===== config.mk =====
export PLATFORM = sky130hd
export DESIGN_NAME = osm_oscillator_mode_select
export DESIGN_NICKNAME = d
export VERILOG_FILES = /design/src/include/osm_pkg.sv /design/src/hdl/osm_oscillator_mode_select.sv
export SDC_FILE = /design/constraint.sdc
export NUM_CORES = 1
export LEC_CHECK = 0
export BUFFER_PORTS_ARGS = -buffer_cell sky130_fd_sc_hd__clkbuf_2
export CORE_UTILIZATION = 60
export CTS_BUF_LIST = sky130_fd_sc_hd__clkbuf_2 sky130_fd_sc_hd__clkbuf_4 sky130_fd_sc_hd__clkbuf_8
export DETAILED_ROUTE_END_ITERATION = 16
export PLACE_DENSITY_LB_ADDON = 0.15
export SLEW_MARGIN = 25
export SYNTH_ARGS = -nofsm -noshare
export SYNTH_HDL_FRONTEND = slang
export SYNTH_SLANG_ARGS = --single-unit

===== constraint.sdc =====
create_clock -name core_clk -period 2.7 [get_ports core_clk]
set_input_delay 0.135 -clock core_clk [delete_from_list [all_inputs] [get_ports core_clk]]
set_output_delay 0.135 -clock core_clk [all_outputs]
set_load 0.01 [all_outputs]

===== src/include/osm_pkg.sv =====
// Shared constants and types for the oscillator mode select block
`default_nettype none
package osm_pkg;
   // Oscillator modes held after reset
   typedef enum logic [3:0] {
      low_power_crystal_mode,
      standard_crystal_mode,
      fast_crystal_mode,
      fast_crystal_multiplied_mode,
      resistor_capacitor_clkout_mode,
      resistor_capacitor_pin_mode,
      internal_osc_clkout_mode,
      internal_osc_dual_pin_mode,
      external_clock_divout_mode,
      external_clock_pin_mode
   } osm_mode_e;

   // Mode select field width and fixed encodings
   localparam int MODE_W = 4;
   localparam logic [3:0] CODE_FAST_MULT = 4'h6;
   localparam logic [3:0] CODE_INT_DUAL = 4'h8;
   localparam logic [3:0] CODE_INT_CLKOUT = 4'h9;
   // Internal frequency select field and the settings that allow the multiplier
   localparam int FREQ_W = 3;
   localparam logic [2:0] FREQ_MULT_HI = 3'h7;
   localparam logic [2:0] FREQ_MULT_LO = 3'h6;
   // Clock output divides the device clock by this figure
   localparam int CLKOUT_DIV = 4;
   localparam int DIV_W = 2;
   // Multiplier factor and frequency limits in MHz
   localparam int MULT_FACTOR = 4;
   localparam int FAST_XTAL_MAX_MHZ = 10;
   localparam int FAST_MULT_MAX_MHZ = 40;
   localparam int INT_MULT_MAX_MHZ = 32;
   // Edges after reset release before the synchronised field is taken
   localparam logic [1:0] CAP_DELAY = 2'h2;
   // Reset values
   localparam logic [3:0] CFG_RST = 4'h0;
   localparam osm_mode_e MODE_RST = resistor_capacitor_clkout_mode;

   // Pin roles decided by the held mode
   typedef struct packed {
      logic amp_on;        // Amplifier across the two oscillator pins
      logic clkout;        // Output pin carries clock divided by four
      logic out_gpio;      // Output pin is port bit six
      logic in_gpio;       // Input pin is port bit seven
      logic needs_start;   // Crystal start-up wait applies
      logic internal_src;  // Internal oscillator is the source
   } osm_role_s;
endpackage : osm_pkg
`default_nettype wire


===== src/hdl/osm_oscillator_mode_select.sv =====
// Oscillator mode decode, pin role control, clock output and multiplier control
`timescale 1ns/1ps
`default_nettype none

// Summary of operation
// - Ten modes chosen by four-bit field.
// - Crystal modes run amplifier across both pins.
// - External clock modes skip start-up delay.
// - External divided mode drives clock/4 out.
// - External pin mode: output pin is bit6.
// - RC clock-output mode drives clock/4 out.
// - RC pin mode: output pin is bit6.
// - Internal clock-output: bit6 clock/4, bit7 free.
// - Internal dual-pin mode frees bits six, seven.
// - Fast crystal mode accepts external clock.
// - Multiplied crystal: 10 MHz times four.
// - Multiplied crystal hides software multiplier enable.
// - Crystal multiplier only for code 0110.
// - Internal source allows software multiplier enable.
// - Internal multiplier needs 1001/1000 and 111/110.
module osm_oscillator_mode_select #(
   parameter logic [3:0] CODE_LOW_POWER = 4'h0,
   parameter logic [3:0] CODE_STANDARD = 4'h1,
   parameter logic [3:0] CODE_FAST = 4'h2,
   parameter logic [3:0] CODE_RC_CLKOUT = 4'h3,
   parameter logic [3:0] CODE_EXT_DIVOUT = 4'h4,
   parameter logic [3:0] CODE_EXT_PIN = 4'h5,
   parameter logic [3:0] CODE_RC_PIN = 4'h7,
   parameter int START_CYCLES = 1024,
   parameter int START_W = 11
) (
   // Clock, reset and freeze
   input wire logic core_clk,
   input wire logic rst,
   input wire logic clk_en,
   // Nonvolatile mode select field
   input wire logic [3:0] mode_cfg,
   // Same-clock controls
   input wire logic [2:0] internal_freq_select,
   input wire logic mult_en_wr,
   input wire logic mult_en_wdata,
   input wire logic wake,
   // Port bit six and seven drive from the port logic
   input wire logic gpio6_out,
   input wire logic gpio6_oe_n,
   input wire logic gpio7_out,
   input wire logic gpio7_oe_n,
   // Oscillator pins
   input wire logic osc_in_pin_i,
   input wire logic osc_out_pin_i,
   output logic osc_in_pin_o,
   output logic osc_in_pin_oe_n,
   output logic osc_out_pin_o,
   output logic osc_out_pin_oe_n,
   // Port bit six and seven read back
   output logic gpio6_in,
   output logic gpio7_in,
   // Clock control state
   output osm_pkg::osm_mode_e mode,
   output logic mode_valid,
   output logic amp_enable,
   output logic clk_ready,
   output logic xtal_mult_on,
   output logic int_mult_on,
   output logic multiplier_enable_bit
);

   // Map a raw field value onto a mode; unknown codes fall back to RC output
   function automatic osm_pkg::osm_mode_e decode_mode(input logic [3:0] code);
      osm_pkg::osm_mode_e m;
      m = osm_pkg::MODE_RST;
      if (code == osm_pkg::CODE_FAST_MULT) m = osm_pkg::fast_crystal_multiplied_mode;
      else if (code == osm_pkg::CODE_INT_CLKOUT) m = osm_pkg::internal_osc_clkout_mode;
      else if (code == osm_pkg::CODE_INT_DUAL) m = osm_pkg::internal_osc_dual_pin_mode;
      else if (code == CODE_LOW_POWER) m = osm_pkg::low_power_crystal_mode;
      else if (code == CODE_STANDARD) m = osm_pkg::standard_crystal_mode;
      else if (code == CODE_FAST) m = osm_pkg::fast_crystal_mode;
      else if (code == CODE_RC_CLKOUT) m = osm_pkg::resistor_capacitor_clkout_mode;
      else if (code == CODE_RC_PIN) m = osm_pkg::resistor_capacitor_pin_mode;
      else if (code == CODE_EXT_DIVOUT) m = osm_pkg::external_clock_divout_mode;
      else if (code == CODE_EXT_PIN) m = osm_pkg::external_clock_pin_mode;
      return m;
   endfunction : decode_mode

   // Pin roles of each mode
   function automatic osm_pkg::osm_role_s role_of(input osm_pkg::osm_mode_e m);
      osm_pkg::osm_role_s r;
      r = '0;
      unique case (m)
         osm_pkg::low_power_crystal_mode,
         osm_pkg::standard_crystal_mode,
         osm_pkg::fast_crystal_mode,
         osm_pkg::fast_crystal_multiplied_mode: begin
            r.amp_on = 1'b1;
            r.needs_start = 1'b1;
         end
         osm_pkg::resistor_capacitor_clkout_mode: r.clkout = 1'b1;
         osm_pkg::resistor_capacitor_pin_mode: r.out_gpio = 1'b1;
         osm_pkg::internal_osc_clkout_mode: begin
            r.clkout = 1'b1;
            r.in_gpio = 1'b1;
            r.internal_src = 1'b1;
         end
         osm_pkg::internal_osc_dual_pin_mode: begin
            r.out_gpio = 1'b1;
            r.in_gpio = 1'b1;
            r.internal_src = 1'b1;
         end
         osm_pkg::external_clock_divout_mode: r.clkout = 1'b1;
         osm_pkg::external_clock_pin_mode: r.out_gpio = 1'b1;
      endcase
      return r;
   endfunction : role_of

   logic [3:0] cfg_sync1_r;
   logic [3:0] cfg_sync2_r;
   logic [1:0] cap_cnt_r;
   logic cap_done_r;
   osm_pkg::osm_mode_e mode_r;
   osm_pkg::osm_role_s role;
   logic [osm_pkg::DIV_W-1:0] div_cnt_r;
   logic [START_W-1:0] start_cnt_r;
   logic ready_r;
   logic mult_en_r;
   logic freq_ok;
   logic in_sync1_r;
   logic in_sync2_r;
   logic out_sync1_r;
   logic out_sync2_r;

   assign role = role_of(mode_r);
   assign freq_ok = (internal_freq_select == osm_pkg::FREQ_MULT_HI) ||
                    (internal_freq_select == osm_pkg::FREQ_MULT_LO);

   // Field comes from fuses outside this clock, so it is synchronised first
   always_ff @(posedge core_clk) begin
      if (rst) begin
         cfg_sync1_r <= osm_pkg::CFG_RST;
         cfg_sync2_r <= osm_pkg::CFG_RST;
      end else if (clk_en) begin
         cfg_sync1_r <= mode_cfg;
         cfg_sync2_r <= cfg_sync1_r;
      end
   end

   // Take the field once after release and hold it until the next reset
   always_ff @(posedge core_clk) begin
      if (rst) begin
         cap_cnt_r <= 2'h0;
         cap_done_r <= 1'b0;
         mode_r <= osm_pkg::MODE_RST;
      end else if (clk_en && !cap_done_r) begin
         if (cap_cnt_r == osm_pkg::CAP_DELAY) begin
            mode_r <= decode_mode(cfg_sync2_r);
            cap_done_r <= 1'b1;
         end else begin
            cap_cnt_r <= cap_cnt_r + 2'h1;
         end
      end
   end

   // Free-running divider; its top bit is the clock/4 output
   always_ff @(posedge core_clk) begin
      if (rst) begin
         div_cnt_r <= '0;
      end else if (clk_en) begin
         div_cnt_r <= div_cnt_r + 2'h1;
      end
   end

   // Start-up wait after reset or wake; only crystal modes wait
   always_ff @(posedge core_clk) begin
      if (rst) begin
         start_cnt_r <= '0;
         ready_r <= 1'b0;
      end else if (clk_en) begin
         if (!cap_done_r || wake) begin
            start_cnt_r <= '0;
            ready_r <= 1'b0;
         end else if (!role.needs_start) begin
            ready_r <= 1'b1;
         end else if (start_cnt_r == START_W'(START_CYCLES - 1)) begin
            ready_r <= 1'b1;
         end else if (!ready_r) begin
            start_cnt_r <= start_cnt_r + START_W'(1);
         end
      end
   end

   // Software multiplier enable; writes ignored unless internal source at 4 or 8 MHz
   always_ff @(posedge core_clk) begin
      if (rst) begin
         mult_en_r <= 1'b0;
      end else if (clk_en) begin
         if (!(role.internal_src && freq_ok)) begin
            mult_en_r <= 1'b0;
         end else if (mult_en_wr) begin
            mult_en_r <= mult_en_wdata;
         end
      end
   end

   // Pins read back as port bits pass three flops, two here and one at the status outputs
   always_ff @(posedge core_clk) begin
      if (rst) begin
         in_sync1_r <= 1'b0;
         in_sync2_r <= 1'b0;
         out_sync1_r <= 1'b0;
         out_sync2_r <= 1'b0;
      end else if (clk_en) begin
         in_sync1_r <= osc_in_pin_i;
         in_sync2_r <= in_sync1_r;
         out_sync1_r <= osc_out_pin_i;
         out_sync2_r <= out_sync1_r;
      end
   end

   // Registered pin drive; port data reaches the pins one cycle late
   always_ff @(posedge core_clk) begin
      if (rst) begin
         osc_out_pin_o <= 1'b0;
         osc_out_pin_oe_n <= 1'b1;
         osc_in_pin_o <= 1'b0;
         osc_in_pin_oe_n <= 1'b1;
      end else if (clk_en) begin
         if (role.clkout) begin
            osc_out_pin_o <= div_cnt_r[osm_pkg::DIV_W-1];
            osc_out_pin_oe_n <= 1'b0;
         end else if (role.out_gpio) begin
            osc_out_pin_o <= gpio6_out;
            osc_out_pin_oe_n <= gpio6_oe_n;
         end else begin
            osc_out_pin_o <= 1'b0; // Only crystal modes reach here; the amplifier owns the pin
            osc_out_pin_oe_n <= 1'b1;
         end
         osc_in_pin_o <= role.in_gpio ? gpio7_out : 1'b0;
         osc_in_pin_oe_n <= role.in_gpio ? gpio7_oe_n : 1'b1;
      end
   end

   // Status outputs, all from flops
   always_ff @(posedge core_clk) begin
      if (rst) begin
         gpio6_in <= 1'b0;
         gpio7_in <= 1'b0;
         mode <= osm_pkg::MODE_RST;
         mode_valid <= 1'b0;
         amp_enable <= 1'b0;
         clk_ready <= 1'b0;
         xtal_mult_on <= 1'b0;
         int_mult_on <= 1'b0;
         multiplier_enable_bit <= 1'b0;
      end else if (clk_en) begin
         gpio6_in <= role.out_gpio ? out_sync2_r : 1'b0;
         gpio7_in <= role.in_gpio ? in_sync2_r : 1'b0;
         mode <= mode_r;
         mode_valid <= cap_done_r;
         amp_enable <= cap_done_r && role.amp_on;
         clk_ready <= ready_r;
         xtal_mult_on <= cap_done_r && (mode_r == osm_pkg::fast_crystal_multiplied_mode);
         int_mult_on <= mult_en_r && role.internal_src && freq_ok;
         multiplier_enable_bit <= mult_en_r;
      end
   end

   // Checks on held mode, pins and multiplier
   property mode_held_p;
      @(posedge core_clk) disable iff (rst || !clk_en)
         mode_valid |=> mode_valid && $stable(mode);
   endproperty
   mode_hold_a: assert property (mode_held_p) else $error("mode changed after capture");

   ten_modes_a: assert property (@(posedge core_clk) disable iff (rst)
      mode_valid |-> (mode <= osm_pkg::external_clock_pin_mode))
      else $error("mode outside the ten modes");

   crystal_amp_a: assert property (@(posedge core_clk) disable iff (rst || !clk_en)
      mode_valid |-> amp_enable == (mode inside {osm_pkg::low_power_crystal_mode,
         osm_pkg::standard_crystal_mode, osm_pkg::fast_crystal_mode,
         osm_pkg::fast_crystal_multiplied_mode}))
      else $error("amplifier does not match crystal mode");

   ext_no_wait_a: assert property (@(posedge core_clk) disable iff (rst || !clk_en)
      ($rose(mode_valid) && mode inside {osm_pkg::external_clock_divout_mode,
         osm_pkg::external_clock_pin_mode}) |-> ##1 clk_ready)
      else $error("external clock mode waited for start-up");

   clkout_period_a: assert property (@(posedge core_clk) disable iff (rst || !clk_en)
      (mode_valid && role.clkout && $rose(osc_out_pin_o)) |->
         osc_out_pin_o [*2] ##1 !osc_out_pin_o [*2] ##1 osc_out_pin_o)
      else $error("clock output is not device clock over four");

   pin_gpio_a: assert property (@(posedge core_clk) disable iff (rst || !clk_en)
      (mode_valid && role.out_gpio) |=> osc_out_pin_oe_n == $past(gpio6_oe_n))
      else $error("output pin not handed to port bit six");

   bit7_gpio_a: assert property (@(posedge core_clk) disable iff (rst || !clk_en)
      (mode_valid && !role.in_gpio) |=> osc_in_pin_oe_n)
      else $error("input pin driven outside internal modes");

   xtal_mult_a: assert property (@(posedge core_clk) disable iff (rst)
      xtal_mult_on |-> mode == osm_pkg::fast_crystal_multiplied_mode)
      else $error("crystal multiplier outside code 0110");

   mult_hidden_a: assert property (@(posedge core_clk) disable iff (rst)
      mode_valid && mode == osm_pkg::fast_crystal_multiplied_mode |-> !multiplier_enable_bit)
      else $error("multiplier enable visible in multiplied crystal mode");

   int_mult_gate_a: assert property (@(posedge core_clk) disable iff (rst || !clk_en)
      (mult_en_wr && mult_en_wdata && !(role.internal_src && freq_ok)) |=> !mult_en_r)
      else $error("multiplier enable write not ignored");

   // Main scenarios reached
   crystal_start_c: cover property (@(posedge core_clk) role.needs_start && $rose(clk_ready));
   clkout_run_c: cover property (@(posedge core_clk) role.clkout && $rose(osc_out_pin_o));
   int_mult_c: cover property (@(posedge core_clk) $rose(int_mult_on));
   wake_restart_c: cover property (@(posedge core_clk) clk_ready && wake);

endmodule : osm_oscillator_mode_select
`default_nettype wire


**Word level (Yosys, flattened, before mapping)**

Index checks and enable logic that the tools add are counted.

- Flip-flop bits (word level): 50
- Logic and storage cells: 108
- Input bits: 19
- Output and inout port bits: 16

- Reductions and logical operators: 21
- Bitwise gates (word level): 1
- Equality and inequality tests: 26
- Add/subtract/negate cells: 3
- Muxes and demuxes: 31

Operator list:

| operator | number |
|---|---|
| $mux W11 | 4 |
| $mux W4 | 10 |
| $eq A4 B3 Y1 const B | 8 |
| $mux W1 | 17 |
| $eq A4 B2 Y1 const B | 4 |
| $eq A4 B4 Y1 const B | 4 |
| $add A11 B1 Y11 const B | 1 |
| $eq A11 B10 Y1 const B | 1 |
| $eq A4 B1 Y1 const B | 2 |
| $logic_not A4 Y1 | 2 |
| $reduce_and A2 Y1 | 4 |
| $eq A3 B3 Y1 const B | 2 |
| $logic_and A1 B1 Y1 | 6 |
| $reduce_or A3 Y1 | 2 |
| $add A2 B1 Y2 const B | 2 |
| $ne A2 B2 Y1 const B | 2 |
| $reduce_and A4 Y1 | 1 |
| $reduce_or A4 Y1 | 1 |
| $ne A3 B1 Y1 const B | 1 |
| $eq A2 B2 Y1 const B | 1 |
| $logic_or A1 B1 Y1 | 2 |
| $ne A2 B1 Y1 const B | 1 |
| $reduce_bool A2 Y1 | 1 |
| $reduce_or A2 Y1 | 1 |
| other kinds (2) | 2 |

**Logic depth before layout (Yosys ltp)**

- Depth after elaboration: 11
- Depth in mapped cells: 6

**Worst setup path before layout**

Ideal clock, no wire load.

- Path type: register to register
- Start point: register mode_r[3]
- End point: register start_cnt_r[6]
- Clock period less this slack: 1846 ps
- Arrival: 1777 ps
- Path buffers: 2
- Path slack: 854 ps
- Cell stages (with the launch flop): 7
- Cell sequence: dfxtp_1 -> buf_6 -> or4b_4 -> or2_0 -> clkbuf_2 -> or4_1 -> a21oi_1

- Longest elaborated chain between the ends: 5
- Elaborated cells between the ends (all ways): 8
- Those cells by class: eq/ne (3); mux (1); reduce/logical (4)

Ends and longest elaborated chain:

| item | RTL line | text |
|---|---|---|
| start: declaration | osm_oscillator_mode_select.sv:119 | `osm_pkg::osm_mode_e mode_r;` |
| start signal: assignment | osm_oscillator_mode_select.sv:151 | `mode_r <= osm_pkg::MODE_RST;` |
| start signal: assignment | osm_oscillator_mode_select.sv:154 | `mode_r <= decode_mode(cfg_sync2_r);` |
| $eq A4 B2 Y1, or another cell as far along | osm_oscillator_mode_select.sv:89 | `unique case (m)` |
| $reduce_or A4 Y1 * | osm_oscillator_mode_select.sv:89 |  |
| $mux W1 * | osm_oscillator_mode_select.sv:89 |  |
| $reduce_bool A2 Y1 (no source line) * | n/a |  |
| $reduce_and A4 Y1 (no source line) * | n/a |  |
| end signal: assignment | osm_oscillator_mode_select.sv:185 | `start_cnt_r <= start_cnt_r + START_W'(1);` |
| end: declaration | osm_oscillator_mode_select.sv:122 | `logic [START_W-1:0] start_cnt_r;` |

Mark *: on every way between the ends. The rest lies on a longest branch, timed or not.
A chain may end at the register's enable or synchronous reset.

**Worst setup path in the final report**

- Start point: register mode_r[3]
- End point: register start_cnt_r[8]

The elaborated chain is that of the path after synthesis.

==> impl_metrics.env <==
export IMPL_status="complete, no violations"
export IMPL_grt_pass1_vias=1385
export IMPL_place_inst=293
export IMPL_synth_edf_count=0
export IMPL_final_core_util=0.746
export IMPL_clockBufferDepth=2
export IMPL_instances_no_fill=306
export IMPL_fin_skew_ns=0.00730
export IMPL_cts_resized=0
export IMPL_routed_wirelength_um=3800
export IMPL_areaGrowthSynthToFinish_pct=13.7
export IMPL_cts_sinks=50
export IMPL_whs_ns=0.00869
export IMPL_worstMarginPinSlew_ns=0.773
export IMPL_io_pin_count=35
export IMPL_clk_latency_ns=0.36
export IMPL_fill_cells=257
export IMPL_synth_top_cells_by_count="dfxtp_1 (50), nor2_1 (35), a21oi_1 (21), mux2i_1 (20), nand2_1 (17)"
export IMPL_cp_max_fo=8
export IMPL_synthTopCellsByArea="dfxtp_1 (48%), mux2i_1 (9.7%), nor2_1 (6.4%)"
export IMPL_design_area_um2=2350
export IMPL_drc=0
export IMPL_r2r_start="mode_r[3]"
export IMPL_vias=1699
export IMPL_layout_min_cycle_time_ns=1.96
export IMPL_wire_per_inst_um=12.4
export IMPL_yosysSeqAreaShare=0.484
export IMPL_place_congestion=0.837
export IMPL_drive_above_1_share=0.183
export IMPL_synth_cell_types=41
export IMPL_grt_usage=0.218
export IMPL_netlist_area_um2=2070
export IMPL_grt_first_pass_wirelength_um=5920
export IMPL_finalCritPeriodShare=0.724
export IMPL_clk_pin_slew_ns=0.13
export IMPL_htreeDepth=2
export IMPL_finalSetupViolCount=0
export IMPL_yosysTopAreaCell="dfxtp_1"
export IMPL_fin_ws_ns=0.744
export IMPL_rows=20
export IMPL_numCtsBuffers=5
export IMPL_drtIter0Drc=115
export IMPL_setup_tns_final_ns=0
export IMPL_powerDensity_nw_per_um2=522
export IMPL_synth_top_area_share=0.484
export IMPL_start_util=0.656
export IMPL_finalNetCount=283
export IMPL_drv_cap=0
export IMPL_grt_max_degree=42
export IMPL_tritoncts="done"
export IMPL_power_leakage_nw=0.934
export IMPL_total_power_mw=1.23
export IMPL_critPathKind="flip-flop to flip-flop"
export IMPL_max_clock_freq_mhz=511
export IMPL_ys_async_sr_fraction=0
export IMPL_io_buffers=33
export IMPL_multi_input_area_um2=992
export IMPL_core_um2=3150
export IMPL_antenna_left=0
export IMPL_cp_data_arrival_time_ns=2.25
export IMPL_peakVddDrop_mv=0.413
export IMPL_rrSetupSlack_ns=0.74
export IMPL_ys_warn_count=0
export IMPL_ys_ff_latch=50
export IMPL_synthFlopType="dfxtp_1"
export IMPL_overflow=0
export IMPL_hold_violations=0
export IMPL_startpoint="mode_r[3]"
export IMPL_rsz0062_at_grt="no"
export IMPL_diodes=0
export IMPL_hp_class="primary input to flip-flop"
export IMPL_crit_path_start_kind="flip-flop"
export IMPL_hp_start="mode_cfg[0]"
export IMPL_relSlewSlack=0.485
export IMPL_seqCellArea_um2=1000
export IMPL_synthCells=227
export IMPL_vias_per_cell=5.55
export IMPL_synth_area_per_cell_um2=9.11
export IMPL_worst_setup_path_end_kind="flip-flop"
export IMPL_required_ns=2.99
export IMPL_drt_pass1_iterations=4
export IMPL_yosys_cell_count_top_type="dfxtp_1"
export IMPL_drv_slew=0
export IMPL_antenna_found_initial=0
export IMPL_syn_nets=248
export IMPL_pre_cts_slack_ns=0.801
export IMPL_clockRootBuffer="clkbuf_4"
export IMPL_die_y_um=60.7
export IMPL_die_area_um2=3690
export IMPL_hpwl_um=2560
export IMPL_placed_area_um2=2240
export IMPL_die_x_um=60.7
[registers in the layout, indices dropped and copies added, names as in the netlist, 2 cells and up]
name         count
cap_cnt_r        2
cfg_sync1_r      4
cfg_sync2_r      4
div_cnt_r        2
mode             4
mode_r           4
start_cnt_r     11
[critical path: stages (launching register included)]
cell,delay (ns)
dfxtp_1,0.41
or4b_4,0.54
or2_0,0.35
or4_1,0.45
a21oi_1,0.14
[cell families (layout without fill, tap and decap cells)]
logic type | Yosys count | count (layout) | share of synthesized area
fa+ha+maj | 2 | 2 | 0.0121
xor+xnor | 3 | 3 | 0.0127
simple gates | 92 | 92 | 0.225
flops | 50 | 50 | 0.484
compound gates | 41 | 41 | 0.122
mux | 22 | 22 | 0.108
buf+inv | 17 | 52 | 0.0363
[cell usage in the layout (no fill, tap or decap), types with 3 or more instances in the layout]
cell           instances
a211o_1                3
a21oi_1               21
clkbuf_2              33
clkbuf_4               6
dfxtp_1               50
dlygate4sd3_1          6
inv_1                  5
mux2i_1               20
nand2_1               17
nand3_1                8
nand3b_1               4
nand4_1                3
nor2_1                35
nor3_1                 6
o22ai_1                3
o31ai_1                6
or4_1                  5
[cell type report]
type / instances / area share
sequential: 50 / 0.426
timing repair buffer: 40 / 0.0989
clock buffer: 6 / 0.0191
inverter: 5 / 0.00798
multi-input combinational: 160 / 0.422
tap: 44 / 0.0234
clock inverter: 1 / 0.00319
[per-layer routing]
| layer | GRT usage | part of all wire | wire length (um) | vias to the layer above |
|---|---|---|---|---|
| li1 | - | - | - | 869 |
| met1 | 0.269 | 0.48 | 1810 | 800 |
| met2 | 0.350 | 0.48 | 1820 | 25 |
| met3 | 0.0725 | 0.032 | 121 | 5 |
| met4 | 0.0909 | 0.013 | 50 | 0 |
| met5 | 0 | 0 | 0 | - |
[timing repair]
action,CTS,global route
setup buffers,0,0
hold endpoints to repair,3,3
hold buffers,3,3
[final timing paths]
path,end,cells past startpoint
setup / recovery,start_cnt_r[8],4
hold reg to reg,start_cnt_r[10],2
setup reg to reg,start_cnt_r[8],4
hold / removal,cfg_sync1_r[0],3
[where the power goes]
part / internal [mW] / leakage (nW) / total [mW] / switching [mW]
clock network: 0.108 / 0.0278 / 0.323 / 0.215
logic: 0.0584 / 0.500 / 0.122 / 0.0633
registers: 0.763 / 0.406 / 0.784 / 0.0210
Power figures use the tool's default switching activity.
